--- config.mk ---
export PLATFORM = sky130hd
export DESIGN_NAME = dph_top
export DESIGN_NICKNAME = d
export VERILOG_FILES = /design/src/dph_pkg.sv /design/src/dph_phase_timer.sv /design/src/dph_top.sv
export SDC_FILE = /design/constraint.sdc
export NUM_CORES = 1
export LEC_CHECK = 0
export BUFFER_PORTS_ARGS = -buffer_cell sky130_fd_sc_hd__buf_4
export CAP_MARGIN = 30
export CORE_UTILIZATION = 45
export DETAILED_ROUTE_END_ITERATION = 12
export PLACE_DENSITY = 0.67
export SYNTH_ARGS = -nofsm -noshare
export SYNTH_HDL_FRONTEND = slang
export SYNTH_HIERARCHICAL = 1
export SYNTH_SLANG_ARGS = --single-unit
--- constraint.sdc ---
create_clock -name clk_sys -period 9.8 [get_ports clk_sys]
set_clock_uncertainty 0.05 [all_clocks]
set_input_delay 1.47 -clock clk_sys [delete_from_list [all_inputs] [get_ports clk_sys]]
set_output_delay 1.47 -clock clk_sys [all_outputs]
set_load 0.05 [all_outputs]
--- src/dph_pkg.sv ---
// constants, types and timing for the display panel host port
package dph_pkg;

  localparam int SYS_CLK_NS        = 40;
  localparam int T_SCK_WR_CYCLE_NS = 100;
  localparam int T_SCK_WR_PHASE_NS = 40;
  localparam int T_SCK_RD_CYCLE_NS = 150;
  localparam int T_SCK_RD_PHASE_NS = 60;
  localparam int T_WR_LOW_NS       = 50;
  localparam int T_WR_HIGH_NS      = 50;
  localparam int T_WR_CYCLE_NS     = 100;
  localparam int T_RD_LOW_NS       = 150;
  localparam int T_RD_HIGH_NS      = 150;
  localparam int T_RD_CYCLE_NS     = 300;

  localparam int DATA_W = 8;
  localparam int RX_W   = 32;
  localparam int CNT_W  = 6;

  // least time to whole cycles, never below one
  function automatic int cyc_up(input int ns);
    int c;
    c = (ns + SYS_CLK_NS - 1) / SYS_CLK_NS;
    cyc_up = (c < 1) ? 1 : c;
  endfunction

  function automatic int max2(input int a, input int b);
    max2 = (a > b) ? a : b;
  endfunction

  localparam int SCK_WR_HALF_I = max2(cyc_up(T_SCK_WR_PHASE_NS),
                                      cyc_up((T_SCK_WR_CYCLE_NS + 1) / 2));
  localparam int SCK_RD_HALF_I = max2(cyc_up(T_SCK_RD_PHASE_NS),
                                      cyc_up((T_SCK_RD_CYCLE_NS + 1) / 2));
  localparam int WR_LOW_I  = cyc_up(T_WR_LOW_NS);
  localparam int WR_HIGH_I = max2(cyc_up(T_WR_HIGH_NS),
                                  cyc_up(T_WR_CYCLE_NS) - WR_LOW_I);
  localparam int RD_LOW_I  = cyc_up(T_RD_LOW_NS);
  localparam int RD_HIGH_I = max2(cyc_up(T_RD_HIGH_NS),
                                  cyc_up(T_RD_CYCLE_NS) - RD_LOW_I);

  localparam logic [CNT_W-1:0] SCK_WR_HALF_CYC = CNT_W'(SCK_WR_HALF_I);
  localparam logic [CNT_W-1:0] SCK_RD_HALF_CYC = CNT_W'(SCK_RD_HALF_I);
  localparam logic [CNT_W-1:0] WR_LOW_CYC      = CNT_W'(WR_LOW_I);
  localparam logic [CNT_W-1:0] WR_HIGH_CYC     = CNT_W'(WR_HIGH_I);
  localparam logic [CNT_W-1:0] RD_LOW_CYC      = CNT_W'(RD_LOW_I);
  localparam logic [CNT_W-1:0] RD_HIGH_CYC     = CNT_W'(RD_HIGH_I);

  localparam logic       RST_SCK      = 1'b0;
  localparam logic       RST_SEL_N    = 1'b1;
  localparam logic       RST_STROBE_N = 1'b1;
  localparam logic       RST_PANEL_N  = 1'b0;
  localparam logic [2:0] TX_LAST_IDX  = 3'h7;

  typedef enum logic [1:0] {
    DPH_OP_WRITE = 2'h0,
    DPH_OP_READ  = 2'h1
  } dph_op_t;

  typedef enum logic [1:0] {
    DPH_RLEN_8  = 2'h0,
    DPH_RLEN_24 = 2'h1,
    DPH_RLEN_32 = 2'h2
  } dph_rlen_t;

  typedef struct packed {
    dph_op_t             op;
    logic                is_data;
    dph_rlen_t           rlen;
    logic [DATA_W-1:0]   data;
  } dph_req_t;

  typedef enum logic [3:0] {
    ST_IDLE    = 4'h0,
    ST_S_LOW   = 4'h1,
    ST_S_HIGH  = 4'h2,
    ST_S_END   = 4'h3,
    ST_P_WLOW  = 4'h4,
    ST_P_WHIGH = 4'h5,
    ST_P_RLOW  = 4'h6,
    ST_P_RHIGH = 4'h7,
    ST_DONE    = 4'h8
  } dph_state_t;

  function automatic logic [CNT_W-1:0] rlen_bits(input dph_rlen_t r);
    case (r)
      DPH_RLEN_24: rlen_bits = 6'h18;
      DPH_RLEN_32: rlen_bits = 6'h20;
      default:     rlen_bits = 6'h08;
    endcase
  endfunction

endpackage

--- src/dph_phase_timer.sv ---
// down counter that times each bus phase
`timescale 1ns/1ps
module dph_phase_timer (
  input  wire logic       clk_sys,
  input  wire logic       rst,
  input  wire logic       load,
  input  wire logic [5:0] load_val,
  output logic            expired
);

  logic [5:0] cnt;
  logic [5:0] next_cnt;

  always_comb begin
    next_cnt = cnt;
    if (load) begin
      next_cnt = load_val;
    end else if (cnt != 6'h00) begin
      next_cnt = cnt - 6'h01;
    end
  end

  always_ff @(posedge clk_sys or posedge rst) begin
    if (rst) begin
      cnt <= 6'h00;
    end else begin
      cnt <= next_cnt;
    end
  end

  assign expired = (cnt == 6'h00);

endmodule

--- src/dph_top.sv ---
// display panel host port: 4-wire serial or 8-bit parallel master
//
// What this block does
// - serial read starts by shifting the read command out on serial out
// - serial read clocks in exactly 8, 24 or 32 bits per command
// - serial write sends one 8-bit byte, msb first
// - device changes data on falling edge, panel samples on rising
// - start: select low, bit 7 shown before first rising edge
// - last data update places bit 0 and sets command/data select
// - command/data select low for command, high for parameter or pixel
// - messages span byte cycles; select may rise between bytes
// - serial write clock period at least 100 ns, phases at least 40 ns
// - serial read clock period at least 150 ns, phases at least 60 ns
// - parallel transfers use one 8-bit two-way data bus
// - active-low panel reset output, low holds panel in reset
// - register select low for index, high for memory or register data
// - active-low chip select asserted for every transfer
// - parallel write pulses write strobe low then high with data driven
// - write strobe low and high 50 ns each, cycle at least 100 ns
// - read strobe low and high 150 ns each, cycle at least 300 ns
// - parallel read: address write cycle first, then read strobe cycle
// - read strobe pulsed low, data taken at its rising edge
// - only one configuration active at a time, never mixed
`timescale 1ns/1ps
module dph_top (
  input  wire logic             clk_sys,
  input  wire logic             rst,
  input  wire logic             mode_parallel,
  input  wire logic             panel_reset_hold,
  input  wire logic [3:0]       phase_stretch,
  input  wire logic             req_valid,
  input  wire dph_pkg::dph_req_t req,
  output logic                  req_ready,
  output logic                  resp_valid,
  output logic [31:0]           resp_data,
  output logic                  panel_reset_n,
  output logic                  panel_select_n,
  output logic                  cmd_data_select,
  output logic                  panel_serial_clock,
  output logic                  panel_serial_out,
  input  wire logic             panel_serial_in,
  output logic                  register_select,
  output logic                  write_strobe_n,
  output logic                  read_strobe_n,
  input  wire logic [7:0]       par_data_in,
  output logic [7:0]            par_data_out,
  output logic                  par_data_oe
);

  dph_pkg::dph_state_t state;
  dph_pkg::dph_state_t next_state;
  dph_pkg::dph_op_t    op;
  dph_pkg::dph_op_t    next_op;
  logic                is_data;
  logic                next_is_data;
  logic [7:0]          tx_sh;
  logic [7:0]          next_tx_sh;
  logic [2:0]          tx_cnt;
  logic [2:0]          next_tx_cnt;
  logic                rx_mode;
  logic                next_rx_mode;
  logic [5:0]          rx_cnt;
  logic [5:0]          next_rx_cnt;
  logic [31:0]         rx_sh;
  logic [31:0]         next_rx_sh;
  logic                next_req_ready;
  logic                next_resp_valid;
  logic [31:0]         next_resp_data;
  logic                next_panel_reset_n;
  logic                next_sel_n;
  logic                next_dc;
  logic                next_sck;
  logic                next_sdo;
  logic                next_rs;
  logic                next_wr_n;
  logic                next_rd_n;
  logic [7:0]          next_pdo;
  logic                next_oe;
  logic                tmr_load;
  logic [5:0]          tmr_val;
  logic                tmr_expired;
  logic [8:0]          sync1;
  logic [8:0]          sync2;
  logic                sin_s;
  logic [7:0]          pdi_s;
  logic [5:0]          half_rd;
  logic [5:0]          half_wr;

  // pin inputs pass two flip-flops
  always_ff @(posedge clk_sys or posedge rst) begin
    if (rst) begin
      sync1 <= 9'h000;
      sync2 <= 9'h000;
    end else begin
      sync1 <= {panel_serial_in, par_data_in};
      sync2 <= sync1;
    end
  end

  assign sin_s = sync2[8];
  assign pdi_s = sync2[7:0];

  // phase length minus one, widened by the stretch setting
  function automatic logic [5:0] phase_len(input logic [5:0] base,
                                           input logic [3:0] stretch);
    phase_len = base + {2'h0, stretch} - 6'h01;
  endfunction

  assign half_rd = phase_len(dph_pkg::SCK_RD_HALF_CYC, phase_stretch);
  assign half_wr = phase_len(dph_pkg::SCK_WR_HALF_CYC, phase_stretch);

  dph_phase_timer u_timer (
    .clk_sys  (clk_sys),
    .rst      (rst),
    .load     (tmr_load),
    .load_val (tmr_val),
    .expired  (tmr_expired)
  );

  always_comb begin
    next_state         = state;
    next_op            = op;
    next_is_data       = is_data;
    next_tx_sh         = tx_sh;
    next_tx_cnt        = tx_cnt;
    next_rx_mode       = rx_mode;
    next_rx_cnt        = rx_cnt;
    next_rx_sh         = rx_sh;
    next_resp_valid    = 1'b0;
    next_resp_data     = resp_data;
    next_panel_reset_n = ~panel_reset_hold;
    next_sel_n         = panel_select_n;
    next_dc            = cmd_data_select;
    next_sck           = panel_serial_clock;
    next_sdo           = panel_serial_out;
    next_rs            = register_select;
    next_wr_n          = write_strobe_n;
    next_rd_n          = read_strobe_n;
    next_pdo           = par_data_out;
    next_oe            = par_data_oe;
    tmr_load           = 1'b0;
    tmr_val            = 6'h00;
    case (state)
      dph_pkg::ST_IDLE: begin
        if (req_valid && req_ready) begin
          next_op       = req.op;
          next_is_data  = req.is_data;
          next_sel_n    = 1'b0;
          tmr_load      = 1'b1;
          if (mode_parallel) begin
            // read phase one writes the index with select low
            next_rs    = (req.op == dph_pkg::DPH_OP_READ) ? 1'b0
                                                        : req.is_data;
            next_pdo   = req.data;
            next_oe    = 1'b1;
            next_wr_n  = 1'b0;
            tmr_val    = phase_len(dph_pkg::WR_LOW_CYC, phase_stretch);
            next_state = dph_pkg::ST_P_WLOW;
          end else begin
            next_sck     = 1'b0;
            next_sdo     = req.data[7];
            next_tx_sh   = {req.data[6:0], 1'b0};
            next_tx_cnt  = dph_pkg::TX_LAST_IDX;
            // a read command is always a command byte
            next_dc      = (req.op == dph_pkg::DPH_OP_READ) ? 1'b0
                                                          : req.is_data;
            next_rx_mode = 1'b0;
            next_rx_sh   = 32'h0000_0000;
            next_rx_cnt  = dph_pkg::rlen_bits(req.rlen) - 6'h01;
            tmr_val      = (req.op == dph_pkg::DPH_OP_READ) ? half_rd
                                                          : half_wr;
            next_state   = dph_pkg::ST_S_LOW;
          end
        end
      end
      dph_pkg::ST_S_LOW: begin
        if (tmr_expired) begin
          next_sck   = 1'b1;
          tmr_load   = 1'b1;
          tmr_val    = (op == dph_pkg::DPH_OP_READ) ? half_rd : half_wr;
          next_state = dph_pkg::ST_S_HIGH;
        end
      end
      dph_pkg::ST_S_HIGH: begin
        if (tmr_expired) begin
          next_sck = 1'b0;
          tmr_load = 1'b1;
          tmr_val  = (op == dph_pkg::DPH_OP_READ) ? half_rd : half_wr;
          if (rx_mode) begin
            // panel set this bit at the last falling edge
            next_rx_sh = {rx_sh[30:0], sin_s};
            if (rx_cnt != 6'h00) begin
              next_rx_cnt = rx_cnt - 6'h01;
              next_state  = dph_pkg::ST_S_LOW;
            end else begin
              next_state = dph_pkg::ST_S_END;
            end
          end else if (tx_cnt != 3'h0) begin
            next_sdo    = tx_sh[7];
            next_tx_sh  = {tx_sh[6:0], 1'b0};
            next_tx_cnt = tx_cnt - 3'h1;
            if (tx_cnt == 3'h1) begin
              next_dc = (op == dph_pkg::DPH_OP_READ) ? 1'b0 : is_data;
            end
            next_state = dph_pkg::ST_S_LOW;
          end else if (op == dph_pkg::DPH_OP_READ) begin
            // command sent, reply comes in on serial in
            next_rx_mode = 1'b1;
            next_sdo     = 1'b0;
            next_state   = dph_pkg::ST_S_LOW;
          end else begin
            next_state = dph_pkg::ST_S_END;
          end
        end
      end
      dph_pkg::ST_S_END: begin
        if (tmr_expired) begin
          next_sel_n = 1'b1;
          tmr_load   = 1'b1;
          tmr_val    = half_wr;
          if (op == dph_pkg::DPH_OP_READ) begin
            next_resp_valid = 1'b1;
            next_resp_data  = rx_sh;
          end
          next_state = dph_pkg::ST_DONE;
        end
      end
      dph_pkg::ST_P_WLOW: begin
        if (tmr_expired) begin
          next_wr_n  = 1'b1;
          tmr_load   = 1'b1;
          tmr_val    = phase_len(dph_pkg::WR_HIGH_CYC, phase_stretch);
          next_state = dph_pkg::ST_P_WHIGH;
        end
      end
      dph_pkg::ST_P_WHIGH: begin
        if (tmr_expired) begin
          tmr_load = 1'b1;
          if (op == dph_pkg::DPH_OP_READ) begin
            next_oe    = 1'b0;
            next_rd_n  = 1'b0;
            next_rs    = 1'b1;
            tmr_val    = phase_len(dph_pkg::RD_LOW_CYC, phase_stretch);
            next_state = dph_pkg::ST_P_RLOW;
          end else begin
            next_sel_n = 1'b1;
            tmr_val    = 6'h00;
            next_state = dph_pkg::ST_DONE;
          end
        end
      end
      dph_pkg::ST_P_RLOW: begin
        if (tmr_expired) begin
          next_rd_n       = 1'b1;
          next_resp_data  = {24'h00_0000, pdi_s};
          tmr_load        = 1'b1;
          tmr_val         = phase_len(dph_pkg::RD_HIGH_CYC, phase_stretch);
          next_state      = dph_pkg::ST_P_RHIGH;
        end
      end
      dph_pkg::ST_P_RHIGH: begin
        if (tmr_expired) begin
          next_sel_n      = 1'b1;
          next_resp_valid = 1'b1;
          tmr_load        = 1'b1;
          tmr_val         = 6'h00;
          next_state      = dph_pkg::ST_DONE;
        end
      end
      dph_pkg::ST_DONE: begin
        // select stays high for at least this phase between bytes
        if (tmr_expired) begin
          next_state = dph_pkg::ST_IDLE;
        end
      end
      default: begin
        next_state = dph_pkg::ST_IDLE;
      end
    endcase
    next_req_ready = (next_state == dph_pkg::ST_IDLE);
  end

  always_ff @(posedge clk_sys or posedge rst) begin
    if (rst) begin
      state              <= dph_pkg::ST_IDLE;
      op                 <= dph_pkg::DPH_OP_WRITE;
      is_data            <= 1'b0;
      tx_sh              <= 8'h00;
      tx_cnt             <= 3'h0;
      rx_mode            <= 1'b0;
      rx_cnt             <= 6'h00;
      rx_sh              <= 32'h0000_0000;
      req_ready          <= 1'b0;
      resp_valid         <= 1'b0;
      resp_data          <= 32'h0000_0000;
      panel_reset_n      <= dph_pkg::RST_PANEL_N;
      panel_select_n     <= dph_pkg::RST_SEL_N;
      cmd_data_select    <= 1'b0;
      panel_serial_clock <= dph_pkg::RST_SCK;
      panel_serial_out   <= 1'b0;
      register_select    <= 1'b0;
      write_strobe_n     <= dph_pkg::RST_STROBE_N;
      read_strobe_n      <= dph_pkg::RST_STROBE_N;
      par_data_out       <= 8'h00;
      par_data_oe        <= 1'b0;
    end else begin
      state              <= next_state;
      op                 <= next_op;
      is_data            <= next_is_data;
      tx_sh              <= next_tx_sh;
      tx_cnt             <= next_tx_cnt;
      rx_mode            <= next_rx_mode;
      rx_cnt             <= next_rx_cnt;
      rx_sh              <= next_rx_sh;
      req_ready          <= next_req_ready;
      resp_valid         <= next_resp_valid;
      resp_data          <= next_resp_data;
      panel_reset_n      <= next_panel_reset_n;
      panel_select_n     <= next_sel_n;
      cmd_data_select    <= next_dc;
      panel_serial_clock <= next_sck;
      panel_serial_out   <= next_sdo;
      register_select    <= next_rs;
      write_strobe_n     <= next_wr_n;
      read_strobe_n      <= next_rd_n;
      par_data_out       <= next_pdo;
      par_data_oe        <= next_oe;
    end
  end

endmodule

# Word-level counts from Yosys, hierarchy flattened
# Cells that the tools add are included.
# Widths: inputs -> output; s select.
# word_totals
word_cells	199
output_inout_bits	51
inputBits	31
regBits	132
# classes
n_reduce_logical	32
n_bitwise	1
muxes	102
add_sub_neg	8
n_eq_ne	32
# ops
op	n
$mux 32	7
$pmux 32 s2	2
$mux 6	15
$mux 4	10
$mux 8	5
$mux 1	37
$ne 2x2->1 const B	17
$pmux 4 s8	1
$pmux 6 s2	2
$pmux 6 s4	1
$reduce_and 5->1	4
$mux 3	6
$pmux 1 s2	9
$reduce_and 6->1	3
$sub 6x1->6 const B	3
$eq 4x3->1 const B	4
$pmux 8 s2	1
$reduce_and 4->1	4
$reduce_bool 2->1	6
$reduce_bool 6->1	2
$sub 5x1->6 const B	2
$reduce_bool 3->1	3
$eq 4x2->1 const B	2
$logic_not 4->1	2
22 further kinds	27

# Logic depth before layout (Yosys ltp)
# logic_depth
ltp_word	9
mapped_depth	11
depth_no_buf	11

# Cells and area by module
# Netlist, hierarchy kept.
# modules_own_cells
mod	n_inst	seq_area_each_um2	area_per_inst_um2	cells_per_inst
dph_top	1	3131.8	5250.0	432
dph_phase_timer	1	150.1	381.6	40

# Worst setup path before layout
# OpenSTA, ideal clock, no wires.
# synth_path
path_type	input -> register
startpoint	input mode_parallel
endpoint	register rx_cnt[0]
path_stages	4
slack_ps	7051
t_arrival_ps	2574
setup_ps	125
path_buffers	0
required_time_ps	9625
cell_sequence	and4bb_1 -> o21a_1 -> a21boi_4 -> mux2_4
# synth_between
elab_chain_len	2
# synth_lines
element	line	source
start, declared	dph_top.sv:28	input wire logic mode_parallel,
$ne 2x2->1 (no line)	-	
$reduce_and 6->1 (no line)	-	
end signal, assigned	dph_top.sv:313	rx_cnt <= next_rx_cnt;
end, declared	dph_top.sv:62	logic [5:0] rx_cnt;
# No other way between the ends.
# A chain may end at the register's enable or synchronous reset.

# Final worst setup path
# layout_path
startpoint	register u_timer.cnt[0]
endpoint	register u_timer.cnt[3]
# layout_between
elab_chain_len	4
word_cells_on_any_way	12
cone_classes	add/sub: 1; mux: 8; reduce/logical: 3
# layout_lines
element	line	source
start, declared	dph_phase_timer.sv:11	logic [5:0] cnt;
start signal, assigned	dph_phase_timer.sv:27	cnt <= next_cnt;
$logic_not 6->1 *	dph_phase_timer.sv:31	assign expired = (cnt == 6'h00);
named net tmr_expired	dph_top.sv:81	logic tmr_expired;
$mux 1 *	-	
$pmux 1 s2 *	dph_top.sv:143	case (state)
named net tmr_load	dph_top.sv:79	logic tmr_load;
$mux 6 or $reduce_bool 2->1 (tied branches)	-	
# The timed path passes the listed nets; every way through them passes the cells marked *. The select of a mux whose other input is x is not followed.

==> impl_metrics.ini <==
[run_status]
outcome = finished, final reports clean

[sta]
timing_max_transition_violations_final = 0
fin_crit_ns = 3.10
fmax_ghz = 0.323
fin_setup_tns_ns = 0
worst_slew_margin_rel = 0.372
worst_pin_slew_ns = 0.939
fin_hold_ws_ns = 0.296
layout_worst_path_cycle_share = 0.316
report.final.setup_viol = 0
rsz_0062_raised_after_global_routing = false
finalHoldViolations = 0

[global_routing]
antenna_violations_before_repair = 0
grt-ovfl-total = 0
global_route_wire_length_before_repair_um = 19400
maximum_number_of_pins_on_one_net_before_global_route_repair = 64
global_route_usage_sum = 0.194
number_of_global_route_vias_before_repair = 3919

[setup_path]
worstPathMaxFanout = 19
worst_ep_arrival_time_ns = 3.38
worstPathRequired_ns = 10.08
endpoint_class_of_the_critical_path = flip-flop
timing.setup.critical_path_class = reg2reg
cp-start-kind = flip-flop
r2r.worst_path.cells = 11

[placed_design]
dp.final_hpwl_um = 7580
dp.cells = 700
placement.io_buffers = 81
finalWeightedCongestion = 0.850

[detailed_routing]
drt_pass1_iterations = 4
antenna_violating_nets_post_route = 0
vias_post_dr = 3993
wl_per_cell_um = 15.6
vias_per_cell = 5.45
post-route-drc-count = 0
dr.first_iter.drc_count = 258
finalWirelength_um = 11400

[yosys]
dominantRegCellSynth = sky130_fd_sc_hd__dfrtp_1
synth_top_cell_by_area = sky130_fd_sc_hd__dfrtp_1
post_synth_main_area_contributors = sky130_fd_sc_hd__dfrtp_1, sky130_fd_sc_hd__a22o_1, sky130_fd_sc_hd__nand2_1
synth_area_per_cell_um2 = 11.9
synth-async-reset-ratio = 1.00
yosysSeqAreaShare = 0.583
synthesis.instances = 472
synth_edf_count = 0
synth_fp_nets = 511
synth.lib_cells_used.distinct = 69
synth_warnings = 6
post-synth-top-area-fraction = 0.569
postSynthRegisterBits = 131
post_synth_design_cell_area_um2 = 5630

[final_layout]
fin_cells = 732
final.fill_count = 1040
layout.nets = 590
insertedDiodeCount = 0
layout-drive-gt1-share = 0.257
flow.area_growth_from_synthesis_pct = 22.8

[cts]
postCtsResizedCells = 0
path_clk_slew_ns = 0.06
ctsHoldBuffers = 0
clk_path_buf_depth = 2
clock_sinks = 131
cts_max_level = 4
cts_setup_buffers = 0
total_cts_buffers = 17
root_buffer = sky130_fd_sc_hd__clkbuf_16
cts_tree = built
clkLatencyLatePin_ns = 0.42

[power_and_ir_drop]
p_leak_nw = 3.21
p_total_mw = 1.74
power-per-cell-area_nw_per_um2 = 251
ir_drop_v = 0.000158

[die]
die_w_um = 114
floorplan.initialDensity = 0.465
fp.dieArea_um2 = 13000
row_count = 40
die_height_um = 114
ios = 82
placeableCoreArea_um2 = 12100

[min_path]
timing.hold.worst_path_depth = 0
hp-class = reg2reg

[flow_run]
cap_violations = 0
[synthesized netlist by cell type (all sizes together), types with 2 or more instances]
library cell	n
nand4	2
buf	19
a32oi	3
mux2i	14
a31oi	4
mux2	13
and3	4
nor4	5
o21ai	34
nand2	41
o221ai	2
dfstp	3
inv	16
nor3	13
dfrtp	128
a21o	2
ha	8
xnor2	2
nand3b	4
nor2	16
and2	2
a22o	59
nand4bb	2
nor2b	5
o31ai	5
a21boi	2
and2b	2
nand3	6
or3b	2
a21oi	16
nand2b	7
or2	2
o2bb2ai	2
o21a	2
clkbuf	9
o22ai	2
[stage by stage]
stage                     area, µm²  utilization  setup slack [ns]
final                          6910        0.571              6.70
after global placement         6330        0.523              6.38
after detailed placement       6350        0.524              6.61
after global routing           6910        0.571              6.43
after CTS                      6910        0.571              6.71
after floorplan                5630            -              4.96
[area by class of cell]
cell class	instances	area, µm²	area share
well taps	168	210	0.0304
flip-flops and latches	131	3280	0.475
inverters	16	62.6	0.00905
multi-input cells	297	2130	0.308
repair buffers	88	661	0.0955
clock buffers	19	433	0.0626
clock inverters	13	135	0.0195
[final timing paths]
| kind | startpoint | endpoint | slack (ns) |
|---|---|---|---|
| setup / recovery | u_timer/cnt[0] | u_timer/cnt[3] | 6.70 |
| hold / removal | sync1[8] | sync2[8] | 0.30 |
| setup reg to reg | u_timer/cnt[0] | u_timer/cnt[3] | 6.70 |
| hold reg to reg | sync1[8] | sync2[8] | 0.30 |
| max in group asynchronous | rst | rx_sh[14] | 7.26 |
| min in group asynchronous | rst | u_timer/cnt[0] | 0.94 |
[cell families (layout without fill, tap and decap cells)]
logic type	after synthesis	count (layout)	share of synthesized area
fa+ha+maj	9	9	0.0198
other cells	1	1	0.000666
mux	27	27	0.0515
compound gates	140	140	0.186
simple gates	118	118	0.117
buf+inv	44	136	0.0395
flops	131	131	0.583
xor+xnor	2	2	0.00311
[critical path, cell delays in order, from the launching register on]
cell and delay (ns):
sky130_fd_sc_hd__dfrtp_1 0.43, sky130_fd_sc_hd__inv_1 0.13, sky130_fd_sc_hd__ha_1 0.20, sky130_fd_sc_hd__nand2b_1 0.12, sky130_fd_sc_hd__nor2_2 0.61, sky130_fd_sc_hd__nand2b_1 0.21
sky130_fd_sc_hd__o22ai_2 0.49, sky130_fd_sc_hd__and2_4 0.26, sky130_fd_sc_hd__maj3_2 0.18, sky130_fd_sc_hd__o221a_1 0.17, sky130_fd_sc_hd__nand2_1 0.05, sky130_fd_sc_hd__o31ai_1 0.09
[state kept, by name (all words and copies together), names as in the netlist, 2 cells and up]
signal / flops
sync1: 9
sync2: 9
tx_cnt: 3
rx_sh: 32
rx_cnt: 6
u_timer/cnt: 6
state: 4
par_data_out: 8
op: 2
tx_sh: 7
resp_data: 32
[per-layer routing]
metal / vias up / wire, µm / track usage
met5: - / 0 / 0
met4: 0 / 159 / 0.0771
met3: 15 / 611 / 0.0680
met2: 103 / 5390 / 0.290
met1: 1995 / 5280 / 0.260
li1: 1880 / - / -
[where the power goes]
part           internal [mW]  switching [mW]  leakage (nW)
Combinational          0.159           0.261          1.23
Sequential             0.623          0.0844          1.70
Clock                  0.373           0.235         0.277
Total                   1.16           0.580          3.21
[cells in the final DEF (no fill, tap or decap), drive strengths merged, types with 3 or more instances in the layout]
cell type | netlist | final
clkinv | 0 | 7
mux2i | 14 | 14
nor2b | 5 | 5
o31ai | 5 | 5
nand2b | 7 | 7
buf | 19 | 88
dfrtp | 128 | 128
dfstp | 3 | 3
a22o | 59 | 59
nor2 | 16 | 16
a32oi | 3 | 3
nor4 | 5 | 5
ha | 8 | 8
a21oi | 16 | 16
inv | 16 | 18
nand3b | 4 | 4
mux2 | 13 | 13
clkbuf | 9 | 19
a31oi | 4 | 4
nand3 | 6 | 6
nand2 | 41 | 41
o21ai | 34 | 34
nor3 | 13 | 13
and3 | 4 | 4
Note: power is estimated with default switching activity, not from simulation.
